File: src/sad_defs.vh
`ifndef SAD_DEFS_VH
`define SAD_DEFS_VH

// Target select bit positions.
`define SAD_T_PMEM 0
`define SAD_T_DMEM 1
`define SAD_T_XMEM 2
`define SAD_T_GCR 3
`define SAD_T_CLK 4
`define SAD_T_IMUX 5
`define SAD_T_PORT 6
`define SAD_T_PMC 7
`define SAD_T_XBIC 8
`define SAD_T_WDOG 9
`define SAD_T_TMR01 10
`define SAD_T_TWI 11
`define SAD_T_SPIA 12
`define SAD_T_SPIB 13
`define SAD_T_PWMA 14
`define SAD_T_UARTA 15
`define SAD_T_ACMP 16
`define SAD_T_ADC 17
`define SAD_T_TMR23 18
`define SAD_T_PWMB 19
`define SAD_T_UARTB 20
`define SAD_T_TICK 21
`define SAD_T_NVIC 22
`define SAD_T_SCR 23
`define SAD_NTGT 24

// Window base and last addresses.
`define SAD_PMEM_LO 32'h0000_0000
`define SAD_PMEM_HI 32'h0000_ffff
`define SAD_DMEM_LO 32'h2000_0000
`define SAD_DMEM_HI 32'h2000_0fff
`define SAD_XMEM_LO 32'h6000_0000
`define SAD_XMEM_HI 32'h6001_ffff
`define SAD_AHB_LO 32'h5000_0000
`define SAD_AHB_HI 32'h501f_ffff
`define SAD_GCR_LO 32'h5000_0000
`define SAD_GCR_HI 32'h5000_01ff
`define SAD_CLK_LO 32'h5000_0200
`define SAD_CLK_HI 32'h5000_02ff
`define SAD_IMUX_LO 32'h5000_0300
`define SAD_IMUX_HI 32'h5000_03ff
`define SAD_PORT_LO 32'h5000_4000
`define SAD_PORT_HI 32'h5000_7fff
`define SAD_PMC_LO 32'h5000_c000
`define SAD_PMC_HI 32'h5000_ffff
`define SAD_XBIC_LO 32'h5001_0000
`define SAD_XBIC_HI 32'h5001_03ff
`define SAD_APB_LO 32'h4000_0000
`define SAD_APB_HI 32'h400f_ffff
`define SAD_WDOG_LO 32'h4000_4000
`define SAD_TMR01_LO 32'h4001_0000
`define SAD_TWI_LO 32'h4002_0000
`define SAD_SPIA_LO 32'h4003_0000
`define SAD_SPIB_LO 32'h4003_4000
`define SAD_PWMA_LO 32'h4004_0000
`define SAD_UARTA_LO 32'h4005_0000
`define SAD_ACMP_LO 32'h400d_0000
`define SAD_ADC_LO 32'h400e_0000
`define SAD_ADC_HI 32'h400e_ffff
`define SAD_TMR23_LO 32'h4011_0000
`define SAD_PWMB_LO 32'h4014_0000
`define SAD_UARTB_LO 32'h4015_0000
`define SAD_WIN16K 32'h0000_3fff
`define SAD_TICK_LO 32'he000_e010
`define SAD_TICK_HI 32'he000_e0ff
`define SAD_NVIC_LO 32'he000_e100
`define SAD_NVIC_HI 32'he000_ecff
`define SAD_SCR_LO 32'he000_ed00
`define SAD_SCR_HI 32'he000_ed8f

// Reset cause flag positions.
`define SAD_RC_POR 0
`define SAD_RC_PIN 1
`define SAD_RC_WDOG 2
`define SAD_RC_LOWV 3
`define SAD_RC_BOD 4
`define SAD_RC_CPU 5
`define SAD_RC_SW 6
`define SAD_NRC 7

// AHB transfer and response codes.
`define SAD_HTRANS_NSEQ 2'h2
`define SAD_HRESP_OKAY 1'h0
`define SAD_HRESP_ERROR 1'h1

`endif

File: src/sad_window.v
`timescale 1ns/100ps
`default_nettype none

// One address window compare: hit when the address lies in [LO, HI].
module sad_window #(
	parameter [31:0] LO = 32'h0000_0000,
	parameter [31:0] HI = 32'h0000_0000
) (
	// Address in.
	input wire [31:0] i_addr,
	// Hit out.
	output wire o_hit
);

	// Both bounds are inclusive so printed last addresses can be used directly.
	assign o_hit = (i_addr >= LO) && (i_addr <= HI);

endmodule

`default_nettype wire

File: src/sad_decoder.v
`timescale 1ns/100ps
`default_nettype none
`include "sad_defs.vh"

module sad_decoder (
	// Clock and reset.
	input wire i_clk_sys,
	input wire i_rst_n,
	// AHB-Lite slave side from the processor.
	input wire i_hsel,
	input wire [31:0] i_haddr,
	input wire [1:0] i_htrans,
	input wire i_hready,
	output wire o_hreadyout,
	output wire o_hresp,
	// Target data phase ready and response, one bit per target.
	input wire [`SAD_NTGT-1:0] i_tgt_hreadyout,
	input wire [`SAD_NTGT-1:0] i_tgt_hresp,
	// Address phase selects and data phase owner.
	output wire [`SAD_NTGT-1:0] o_tgt_sel,
	output wire [`SAD_NTGT-1:0] o_tgt_dsel,
	output wire o_ahb_region,
	output wire o_apb_region,
	// Reset cause event pulses from the reset sources, asynchronous.
	input wire [`SAD_NRC-1:0] i_rst_event,
	input wire [`SAD_NRC-1:0] i_rc_clear,
	output wire [`SAD_NRC-1:0] o_reset_cause_flags,
	// Fixed byte order indication.
	output wire o_big_endian
);

	wire [`SAD_NTGT-1:0] hit;
	wire in_ahb;
	wire in_apb;
	wire req;
	wire unmapped;
	reg [`SAD_NTGT-1:0] dsel_reg;
	reg [1:0] err_state_reg;
	reg [1:0] err_state_next;
	reg [`SAD_NRC-1:0] rc_sync1_reg;
	reg [`SAD_NRC-1:0] rc_sync2_reg;
	reg [`SAD_NRC-1:0] rc_flags_reg;

	localparam [1:0] ST_IDLE = 2'h0;
	localparam [1:0] ST_ERR1 = 2'h1;
	localparam [1:0] ST_ERR2 = 2'h2;

	// Memory windows.
	sad_window #(.LO(`SAD_PMEM_LO), .HI(`SAD_PMEM_HI)) u_pmem (.i_addr(i_haddr), .o_hit(hit[`SAD_T_PMEM]));
	sad_window #(.LO(`SAD_DMEM_LO), .HI(`SAD_DMEM_HI)) u_dmem (.i_addr(i_haddr), .o_hit(hit[`SAD_T_DMEM]));
	sad_window #(.LO(`SAD_XMEM_LO), .HI(`SAD_XMEM_HI)) u_xmem (.i_addr(i_haddr), .o_hit(hit[`SAD_T_XMEM]));

	// AHB peripheral region and its banks.
	sad_window #(.LO(`SAD_AHB_LO), .HI(`SAD_AHB_HI)) u_ahb (.i_addr(i_haddr), .o_hit(in_ahb));
	sad_window #(.LO(`SAD_GCR_LO), .HI(`SAD_GCR_HI)) u_gcr (.i_addr(i_haddr), .o_hit(hit[`SAD_T_GCR]));
	sad_window #(.LO(`SAD_CLK_LO), .HI(`SAD_CLK_HI)) u_clk (.i_addr(i_haddr), .o_hit(hit[`SAD_T_CLK]));
	sad_window #(.LO(`SAD_IMUX_LO), .HI(`SAD_IMUX_HI)) u_imux (.i_addr(i_haddr), .o_hit(hit[`SAD_T_IMUX]));
	sad_window #(.LO(`SAD_PORT_LO), .HI(`SAD_PORT_HI)) u_port (.i_addr(i_haddr), .o_hit(hit[`SAD_T_PORT]));
	sad_window #(.LO(`SAD_PMC_LO), .HI(`SAD_PMC_HI)) u_pmc (.i_addr(i_haddr), .o_hit(hit[`SAD_T_PMC]));
	sad_window #(.LO(`SAD_XBIC_LO), .HI(`SAD_XBIC_HI)) u_xbic (.i_addr(i_haddr), .o_hit(hit[`SAD_T_XBIC]));

	// APB region behind the bridge; each bank is a 16 KB window except ADC, which spans 64 KB.
	sad_window #(.LO(`SAD_APB_LO), .HI(`SAD_APB_HI)) u_apb (.i_addr(i_haddr), .o_hit(in_apb));
	sad_window #(.LO(`SAD_WDOG_LO), .HI(`SAD_WDOG_LO + `SAD_WIN16K)) u_wdog (
		.i_addr(i_haddr),
		.o_hit(hit[`SAD_T_WDOG])
	);
	sad_window #(.LO(`SAD_TMR01_LO), .HI(`SAD_TMR01_LO + `SAD_WIN16K)) u_tmr01 (
		.i_addr(i_haddr),
		.o_hit(hit[`SAD_T_TMR01])
	);
	sad_window #(.LO(`SAD_TWI_LO), .HI(`SAD_TWI_LO + `SAD_WIN16K)) u_twi (
		.i_addr(i_haddr),
		.o_hit(hit[`SAD_T_TWI])
	);
	sad_window #(.LO(`SAD_SPIA_LO), .HI(`SAD_SPIA_LO + `SAD_WIN16K)) u_spia (
		.i_addr(i_haddr),
		.o_hit(hit[`SAD_T_SPIA])
	);
	sad_window #(.LO(`SAD_SPIB_LO), .HI(`SAD_SPIB_LO + `SAD_WIN16K)) u_spib (
		.i_addr(i_haddr),
		.o_hit(hit[`SAD_T_SPIB])
	);
	sad_window #(.LO(`SAD_PWMA_LO), .HI(`SAD_PWMA_LO + `SAD_WIN16K)) u_pwma (
		.i_addr(i_haddr),
		.o_hit(hit[`SAD_T_PWMA])
	);
	sad_window #(.LO(`SAD_UARTA_LO), .HI(`SAD_UARTA_LO + `SAD_WIN16K)) u_uarta (
		.i_addr(i_haddr),
		.o_hit(hit[`SAD_T_UARTA])
	);
	sad_window #(.LO(`SAD_ACMP_LO), .HI(`SAD_ACMP_LO + `SAD_WIN16K)) u_acmp (
		.i_addr(i_haddr),
		.o_hit(hit[`SAD_T_ACMP])
	);
	sad_window #(.LO(`SAD_ADC_LO), .HI(`SAD_ADC_HI)) u_adc (.i_addr(i_haddr), .o_hit(hit[`SAD_T_ADC]));
	sad_window #(.LO(`SAD_TMR23_LO), .HI(`SAD_TMR23_LO + `SAD_WIN16K)) u_tmr23 (
		.i_addr(i_haddr),
		.o_hit(hit[`SAD_T_TMR23])
	);
	sad_window #(.LO(`SAD_PWMB_LO), .HI(`SAD_PWMB_LO + `SAD_WIN16K)) u_pwmb (
		.i_addr(i_haddr),
		.o_hit(hit[`SAD_T_PWMB])
	);
	sad_window #(.LO(`SAD_UARTB_LO), .HI(`SAD_UARTB_LO + `SAD_WIN16K)) u_uartb (
		.i_addr(i_haddr),
		.o_hit(hit[`SAD_T_UARTB])
	);

	// Private system control space.
	sad_window #(.LO(`SAD_TICK_LO), .HI(`SAD_TICK_HI)) u_tick (.i_addr(i_haddr), .o_hit(hit[`SAD_T_TICK]));
	sad_window #(.LO(`SAD_NVIC_LO), .HI(`SAD_NVIC_HI)) u_nvic (.i_addr(i_haddr), .o_hit(hit[`SAD_T_NVIC]));
	sad_window #(.LO(`SAD_SCR_LO), .HI(`SAD_SCR_HI)) u_scr (.i_addr(i_haddr), .o_hit(hit[`SAD_T_SCR]));

	// A transfer is taken only when it is selected, non-idle and the bus is ready.
	assign req = i_hsel && i_htrans[1] && i_hready;

	// Windows never overlap, so at most one select is high in an address phase.
	assign o_tgt_sel = req ? hit : {`SAD_NTGT{1'b0}};
	assign unmapped = req && (hit == {`SAD_NTGT{1'b0}});

	// Region flags show which bus fabric carries the current address phase.
	assign o_ahb_region = req && in_ahb;
	assign o_apb_region = req && in_apb;

	// Data phase owner; it only moves while the bus is ready, as AHB requires.
	always @(posedge i_clk_sys or negedge i_rst_n) begin
		if (!i_rst_n) begin
			dsel_reg <= {`SAD_NTGT{1'b0}};
		end else if (i_hready) begin
			dsel_reg <= o_tgt_sel;
		end
	end
	assign o_tgt_dsel = dsel_reg;

	// Error answer is the two-cycle AHB error: low ready then high ready, both with error.
	always @* begin
		err_state_next = err_state_reg;
		case (err_state_reg)
			ST_IDLE: begin
				if (unmapped) begin
					err_state_next = ST_ERR1;
				end
			end
			ST_ERR1: begin
				err_state_next = ST_ERR2;
			end
			ST_ERR2: begin
				err_state_next = unmapped ? ST_ERR1 : ST_IDLE;
			end
			default: begin
				err_state_next = ST_IDLE;
			end
		endcase
	end

	always @(posedge i_clk_sys or negedge i_rst_n) begin
		if (!i_rst_n) begin
			err_state_reg <= ST_IDLE;
		end else begin
			err_state_reg <= err_state_next;
		end
	end

	// Error phase overrides target answers; with no owner the slave idles ready and okay.
	assign o_hreadyout = (err_state_reg == ST_ERR1) ? 1'b0 :
		(err_state_reg == ST_ERR2) ? 1'b1 :
		(dsel_reg == {`SAD_NTGT{1'b0}}) ? 1'b1 : |(dsel_reg & i_tgt_hreadyout);
	assign o_hresp = (err_state_reg != ST_IDLE) ? `SAD_HRESP_ERROR :
		(dsel_reg == {`SAD_NTGT{1'b0}}) ? `SAD_HRESP_OKAY : |(dsel_reg & i_tgt_hresp);

	// Only little-endian is built; the strap is tied so no path swaps byte lanes.
	assign o_big_endian = 1'b0;

	// Reset causes arrive from other logic and pins, so they pass two flip-flops first.
	// The pair has no reset: a cause that pulls the system reset must still reach its flag.
	always @(posedge i_clk_sys) begin
		rc_sync1_reg <= i_rst_event;
		rc_sync2_reg <= rc_sync1_reg;
	end

	// Flags live in the always-on domain and are not cleared by the system reset itself,
	// since the cause would otherwise be lost. A new event wins over a clear.
	always @(posedge i_clk_sys) begin
		rc_flags_reg <= (rc_flags_reg & ~i_rc_clear) | rc_sync2_reg;
	end
	assign o_reset_cause_flags = rc_flags_reg;

endmodule

`default_nettype wire

File: config.mk
export PLATFORM = sky130hd
export DESIGN_NAME = sad_decoder
export DESIGN_NICKNAME = d
export VERILOG_FILES = /design/src/sad_window.v /design/src/sad_decoder.v
export VERILOG_INCLUDE_DIRS = /design/src
export SDC_FILE = /design/constraint.sdc
export NUM_CORES = 1
export LEC_CHECK = 0
export ABC_AREA = 1
export BUFFER_PORTS_ARGS = -buffer_cell sky130_fd_sc_hd__buf_2
export CORE_MARGIN = 2
export CORE_UTILIZATION = 28
export DETAILED_ROUTE_END_ITERATION = 16
export MAX_ROUTING_LAYER = met4
export PLACE_DENSITY = 0.62
export SYNTH_ARGS = -nofsm -noshare
export SYNTH_HDL_FRONTEND = slang
export SYNTH_SLANG_ARGS = --single-unit
File: constraint.sdc
create_clock -name i_clk_sys -period 3.2 [get_ports i_clk_sys]
set_input_delay 0.64 -clock i_clk_sys [delete_from_list [all_inputs] [get_ports i_clk_sys]]
set_output_delay 0.64 -clock i_clk_sys [all_outputs]
set_load 0.01 [all_outputs]
### Word-level counts from Yosys, hierarchy flattened

Index checks and enable logic that the tools add are counted.
W data, S select, Z words.

* logic and storage cells: 110
* input port bits: 100
* bits in registers: 47
* output and inout port bits: 60

* bitwise gates (word level): 5
* eq/ne operators: 3
* magnitude comparators: 51
* reduce and logical (&&, ||, !) cells: 37
* muxes and demuxes: 9

Operators with widths (count)
* $le A32 B31 Y1 const B: 21
* $ge A32 B31 Y1 const B: 20
* $ge A32 B32 Y1 const B: 3
* $le A32 B32 Y1 const B: 3
* $and A24 B24 Y24: 2
* $logic_not A24 Y1: 2
* $reduce_or A24 Y1: 2
* $ge A32 B1 Y1 const B: 1
* $ge A32 B30 Y1 const B: 1
* $le A32 B16 Y1 const B: 1
* $le A32 B30 Y1 const B: 1
* $logic_and A1 B1 Y1: 31
* $mux W24: 1
* $and A7 B7 Y7: 1
* $not A7 Y7: 1
* $or A7 B7 Y7: 1
* $mux W1: 6
* $pmux W2 S3: 1
* $eq A2 B1 Y1 const B: 1
* $eq A2 B2 Y1 const B: 1
* $logic_not A2 Y1: 1
* $mux W2: 1
* $ne A2 B2 Y1 const B: 1
* $reduce_bool A2 Y1: 1

### Longest topological paths before layout

Gate-level depths: netlist (run 1).

* depth after elaboration: 6
* gate-level depth with buffers: 14
* gate-level depth less buffers: 14

### By module

Synthesis (run 1) repeated with hierarchy kept, for this count alone.

* cell total of the unflattened synthesis: 979
* area, all modules: 4909.7 um^2

Modules (own cells, without submodules)
* sad_decoder: times used 1, seq. area each 1071.0 um^2, cells each 297, area each 2163.3 um^2
* sad_window (u_clk ...): times used 3, seq. area each 0.0 um^2, cells each 23, area each 91.3 um^2
* sad_window (u_pwma ...): times used 3, seq. area each 0.0 um^2, cells each 17, area each 73.8 um^2
* sad_window (u_uarta): times used 1, seq. area each 0.0 um^2, cells each 49, area each 198.9 um^2
* sad_window (u_pwmb ...): times used 2, seq. area each 0.0 um^2, cells each 25, area each 97.6 um^2
* sad_window (u_nvic): times used 1, seq. area each 0.0 um^2, cells each 45, area each 191.4 um^2
* sad_window (u_xbic): times used 1, seq. area each 0.0 um^2, cells each 44, area each 181.4 um^2
* sad_window (u_port): times used 1, seq. area each 0.0 um^2, cells each 37, area each 146.4 um^2
* sad_window (u_uartb): times used 1, seq. area each 0.0 um^2, cells each 35, area each 143.9 um^2
* sad_window (u_scr): times used 1, seq. area each 0.0 um^2, cells each 34, area each 130.1 um^2
* sad_window (u_tick): times used 1, seq. area each 0.0 um^2, cells each 31, area each 120.1 um^2
* sad_window (u_pmem): times used 1, seq. area each 0.0 um^2, cells each 27, area each 103.8 um^2
* sad_window (u_adc): times used 1, seq. area each 0.0 um^2, cells each 27, area each 101.3 um^2
* sad_window (u_apb): times used 1, seq. area each 0.0 um^2, cells each 24, area each 97.6 um^2
* 8 more rows

### Worst setup path before layout (run 1)

Ideal clock, no wire load.

* path type: input port to output port
* start point: in i_haddr[24]
* end point: out o_tgt_sel[11]
* cell stages on the path: 7
* buffers on the path: 0
* arrival: 1.741 ns
* required time: 2.560 ns
* slack: 0.819 ns
* cells stage by stage: nor2_1 > nand2_2 > o21ai_4 > nand2_1 > nor3b_1 > inv_1 > nor2_1

* cells in the longest elaborated chain, start to end: 3
* elaborated cells on any way between the ends: 4
* those cells by class: order compare: 2; mux: 1; reduce/logical: 1

Ends and longest elaborated chain
* from (decl): RTL line sad_decoder.v:11 `input wire [31:0] i_haddr,`
* $ge A32 B31 Y1 or $le A32 B31 Y1 (tied branches): RTL line sad_window.v:16 `assign o_hit = (i_addr >= LO) && (i_addr <= HI);`
* $logic_and A1 B1 Y1 (*): RTL line sad_window.v:16
* $mux W24 (*): RTL line sad_decoder.v:119 `` assign o_tgt_sel = req ? hit : {`SAD_NTGT{1'b0}}; ``
* to (decl): RTL line sad_decoder.v:20 `` output wire [`SAD_NTGT-1:0] o_tgt_sel, ``

Mark *: on every way between the ends. The rest lies on a longest branch, timed or not.

### Final worst setup path (run 1)

* start point: in i_haddr[20]
* end point: out o_tgt_sel[6]

Same word-level chain as after synthesis.

==> flow_summary.toml, run 1 <==
[yosys]
synthTopCellsByArea = "dfrtp_1 (19%), nand2_1 (13%), dfxtp_1 (12%)"
seq_area_frac_synth_pct = 30.7
synth_common_cells = "nand2_1 (123), nor2_1 (82), inv_1 (77)"
ys_ff_latch = 47
synthFlopType = "dfrtp_1"
yosysWarnings = 0
synthDistinctLibCells = 42
syn-num-nets = 632
yosysTopAreaCellShare_pct = 18.6
synth_cells = 532
syn_area_sq_um = 3490
async_flop_share_pct = 55.3
avgSynthCellArea_sq_um = 6.56
synth.largest_area_cell = "dfrtp_1"
synth.most_common_cell = "nand2_1"
synth-edff-count = 0

[clock_tree]
root_buffer = "clkbuf_16"
cts.sinks = 47
clk_latency_ps = 290
cts_max_level = 2
postCtsSetupRepairBufs = 0
cts_hold_buffers = 0
ctsResizeCount = 0
clkTransAtPathRegs_ps = 60
clockBufferDepth = 2
numCtsBuffers = 5
cts_tree = "yes"

[worst_setup_path]
critPathRequiredTime_ps = 2560
crit_start = "i_haddr[20]"
critPathTopFamily = "simple AND/OR/NAND/NOR gates"
max_stage_delay_ps = 250
rr_startpoint = "o_tgt_dsel[15]$_DFFE_PN0P_"
crit_path_cell_trace = "buf_2, nor2_1, nand2_4, nor2_4, buf_4, nor2_2, nor2_4, nand4_1, nor2_1, buf_2"
worstPathArrival_ps = 2300
worst_setup_path_end_kind = "primary output"
reg2reg_slack_ps = 2430
path_max_fanout = 10
crit_type = "in -> out"
startpoint_type = "input port"
crit_slowest_cell = "nor2_4"
path_buf_inv = 3

[sta]
fmax_mhz = 341
setup_viol = 0
whs_ps = 329
timing.final.crit_share_pct = 91.8
finalHoldViolCount = 0
finClkSkew_ps = 2.87
rsz0062_at_grt = "no"
period_needed_ps = 2940
fin_setup_tns_ps = 0
slew_headroom_pct = 59.3
slew_viol_final = 0
tightestPinTransition_ps = 595

[die]
initial_utilization_pct = 28.8
row_count = 40
io_pins = 160
dieArea_sq_um = 13400
chipHeight_microns = 116
core_area_sq_um = 12100
die_w_microns = 116

[route]
firstDrtPassIters = 4
drtAntennaViolNets = 0
wl_per_cell_microns = 14.3
finalWirelength_mm = 12.4
via_per_inst = 4.78
remaining_drc_errors = 0
dr_total_vias = 4113
drt_iter0_drc = 299

[hold_path]
holdCritPathClass = "reg -> reg"
holdCritStartpoint = "rc_sync1_reg[2]$_DFF_P_"

[power_and_ir_drop]
total_leakage_power_nw = 2.37
powerDensity_nw_per_um2 = 305
vdd_drop_max_v = 0.000189

[finish]
seq_area_sq_um = 1070
diodes = 0
drive_above_1_share_pct = 32.0
utilization_pct = 38.2
fillerInstances = 1396
largest_reg_flops = 24
multi_input_area_sq_um = 2050
final_cell_count_no_fill = 861
syn_to_final_growth_pct = 32.5
nNetsFinal = 792

[flow_run]
max-cap-violations = 0

[global_route]
overflow = 0
antenna_found_initial = 0
grt_pass1_vias = 3858
grt_max_degree = 32
grt_pass1_wl_mm = 18.7
gr-usage-all-layers_pct = 18.4

[place]
dp.cells = 853
hpwl_mm = 10.3
port_buffers = 157
gp_congestion = 0.936

[run_status]
run_status = "finished, final reports clean"
==> through the flow <==
step	area [sq um]	setup WS [ps]	total power, mW
after detailed placement	4480	275	0.919
after CTS	4630	267	1.42
after global placement	4480	278	0.917
final	4630	264	1.41
after floorplan	3490	819	0.777
after global routing	4630	86.7	1.48
==> final cells by class <==
class	instances	share of cell area [%]
multi-input cells	392	44.4
flip-flops and latches	47	23.1
repair buffers	164	18.1
inverters	82	6.71
well taps	168	4.54
clock buffers	5	2.70
clock inverters	3	0.379
==> where the power goes <==
| part | internal (mW) | switching [mW] | total [mW] | leakage [nW] |
|---|---|---|---|---|
| clock | 0.288 | 0.215 | 0.504 | 0.0745 |
| sequential | 0.611 | 0.0114 | 0.622 | 0.538 |
| combinational | 0.109 | 0.175 | 0.284 | 1.75 |
| total | 1.01 | 0.401 | 1.41 | 2.37 |
==> kinds of logic after synthesis <==
group                  Yosys count  synth area share, %
other                            1                0.107
buffers and inverters           93                 10.6
and+or+nand+nor                333                 47.2
DFF                             47                 30.7
AOI/OAI and AO/OA               58                 11.4
==> metal layers <==
metal  track usage [%]  routed length (microns)  up-vias
met2              32.4                     5890      167
met3              2.09                      875       15
li1                  -                        -     2070
met4              5.87                      265        0
met5                 -                        0        -
met1              22.0                     5320     1861
==> path summary, 6_finish.rpt <==
path / depth (start not counted) / endpoint
worst max-delay path: 10 / o_tgt_sel[6]
worst min-delay path: 0 / rc_sync2_reg[2]$_DFF_P_
min in group asynchronous: 1 / o_tgt_dsel[16]$_DFFE_PN0P_
max in group asynchronous: 1 / o_tgt_dsel[5]$_DFFE_PN0P_
worst min register to register: 0 / rc_sync2_reg[2]$_DFF_P_
worst max register to register: 2 / o_tgt_dsel[15]$_DFFE_PN0P_
==> cell usage in the layout, fill, tap and decap left out, drive strengths merged, types with 8 or more instances in the layout <==
cell    synthesis  layout
inv            82      84
dfxtp          21      21
nand2         134     134
buf             6     164
nor2          102     102
nand4          28      28
o21ai          10      10
o22ai          23      23
nand3          48      48
dfrtp          26      26
o21bai          8       8
nor3           11      11
Power figures use the tool's default switching activity.
==> inputs of run 2 (changes only) <==
CORE_MARGIN = unset   (was 2)
CTS_BUF_LIST = sky130_fd_sc_hd__clkbuf_8 sky130_fd_sc_hd__clkbuf_16   (was unset)
PLACE_DENSITY = unset   (was 0.62)
==> run 2 against run 1 <==
Effect of this change:
- core utilization increased by 0.58 points
- count of clock-buffer cells in the layout grew 2
- sequential power about the same
- via count up 0.36%
- clock skew barely moved
- first-iteration DRC count rose by 14%
- critical path depth is 2 higher
- routed wire length is 1.4% higher
- highest routed layer unchanged
- fmax is essentially flat
- worst setup slack improved by 0.79 ps
==> flow_summary.toml, run 2 (synthesis results as in run 1) <==
[run_status]
run_status = "finished, final reports clean"

[place]
dp_slack_ps = 263
port_buffers = 157
hpwl_mm = 10.4
placed_area_sq_um = 4490
gp_congestion = 0.923
dp.cells = 854

[route]
via_per_inst = 4.79
dr_total_vias = 4128
finalWirelength_mm = 12.5
drtAntennaViolNets = 0
firstDrtPassIters = 6
drt_iter0_drc = 340
wl_per_cell_microns = 14.5
remaining_drc_errors = 0

[sta]
rsz0062_at_grt = "no"
finClkSkew_ps = 2.63
layout_setup_ws_ps = 264
finalHoldViolCount = 0
period_needed_ps = 2940
fmax_mhz = 341
whs_ps = 328
slew_headroom_pct = 61.3
setup_viol = 0
slew_viol_final = 0
tightestPinTransition_ps = 580
fin_setup_tns_ps = 0
timing.final.crit_share_pct = 91.7

[finish]
drive_above_1_share_pct = 32.1
nNetsFinal = 793
final_area_sq_um = 4680
syn_to_final_growth_pct = 34.0
diodes = 0
multi_input_area_sq_um = 2050
mostFrequentLayoutCells = "buf_2 (157), nand2_1 (123), nor2_1 (82), inv_1 (77), nand3_1 (38)"
largest_reg_flops = 24
seq_area_sq_um = 1070
final_cell_count_no_fill = 862
layout_commonest_cell = "buf_2"
fillerInstances = 1329
utilization_pct = 38.8

[worst_setup_path]
crit_path_cell_trace = "buf_2, nor2_1, nand2_4, buf_4, inv_1, nand2_1, nand2_1, nand2_1, nor3b_1, inv_1, nor2_1, buf_2"
worst_setup_path_end_kind = "primary output"
startpoint_type = "input port"
path_buf_inv = 5
timing.critical_path.mode_cell = "nand2_1"
max_stage_delay_ps = 310
crit_type = "in -> out"
crit_slowest_cell = "nor3b_1"
critPathRequiredTime_ps = 2560
critPathTopFamily = "simple AND/OR/NAND/NOR gates"
worstPathArrival_ps = 2300
path_max_fanout = 6

[hold_path]
holdCritPathClass = "reg -> reg"

[global_route]
grt_pass1_wl_mm = 19.3
gr-usage-all-layers_pct = 19.8
grt_pass1_vias = 3807
overflow = 0
antenna_found_initial = 0
grt_max_degree = 29

[clock_tree]
clk_latency_ps = 280
postCtsSetupRepairBufs = 0
cts_hold_buffers = 0
numCtsBuffers = 5
cts.sinks = 47
cts_max_level = 2
clkTransAtPathRegs_ps = 60
clockBufferDepth = 2
ctsResizeCount = 0
cts_tree = "yes"
root_buffer = "clkbuf_16"

[die]
dieArea_sq_um = 12900
chipHeight_microns = 114
initial_utilization_pct = 28.9
io_pins = 160
die_w_microns = 114
row_count = 40
core_area_sq_um = 12100

[power_and_ir_drop]
powerDensity_nw_per_um2 = 325
vdd_drop_max_v = 0.000194
total_leakage_power_nw = 2.39
finalPower_mw = 1.52

[flow_run]
max-cap-violations = 0
==> run 2: changes by cell type in the layout (fill, tap and decap cells not counted), sizes merged <==
cell / previous run / this run
clkinv: 1 / 0
clkbuf: 5 / 7
inv: 84 / 83
buf: 164 / 165
==> run 2: worst register-to-register path, cell delays in order, from the launching register on <==
cell and delay, ps:
dfrtp_1 500, inv_1 70, o22ai_1 150
==> run 2: final timing paths <==
path,startpoint,end,slack [ps],cells after the start
setup / recovery,i_haddr[20],o_tgt_sel[11],260,12
hold / removal,rc_sync1_reg[0]$_DFF_P_,rc_sync2_reg[0]$_DFF_P_,330,0
setup reg to reg,o_tgt_dsel[7]$_DFFE_PN0P_,o_tgt_dsel[7]$_DFFE_PN0P_,2390,2
hold reg to reg,rc_sync1_reg[0]$_DFF_P_,rc_sync2_reg[0]$_DFF_P_,330,0
max in group asynchronous,i_rst_n,o_tgt_dsel[17]$_DFFE_PN0P_,2470,1
min in group asynchronous,i_rst_n,o_tgt_dsel[20]$_DFFE_PN0P_,350,1
==> run 2: layout make-up <==
type | instances | area share (%)
Multi-Input combinational cell | 392 | 43.9
Sequential cell | 47 | 22.9
Timing Repair Buffer | 165 | 18.1
Inverter | 82 | 6.63
Tap cell | 168 | 4.49
Clock buffer | 7 | 3.74
Clock inverter | 1 | 0.241
==> run 2: where the power goes <==
| group | total (mW) | switching [mW] | internal (mW) |
|---|---|---|---|
| Clock | 0.615 | 0.225 | 0.390 |
| Combinational | 0.285 | 0.176 | 0.109 |
| Sequential | 0.621 | 0.0108 | 0.610 |
| Total | 1.52 | 0.412 | 1.11 |
==> run 2: metal layers <==
| layer | up-vias | routed length, microns | part of all wire [%] | GRT usage [%] |
|---|---|---|---|---|
| li1 | 2072 | - | - | - |
| met1 | 1849 | 5370 | 43 | 23.5 |
| met2 | 195 | 6230 | 50 | 35.7 |
| met3 | 12 | 798 | 6.4 | 2.13 |
| met4 | 0 | 135 | 1.1 | 4.30 |
| met5 | - | 0 | 0 | - |
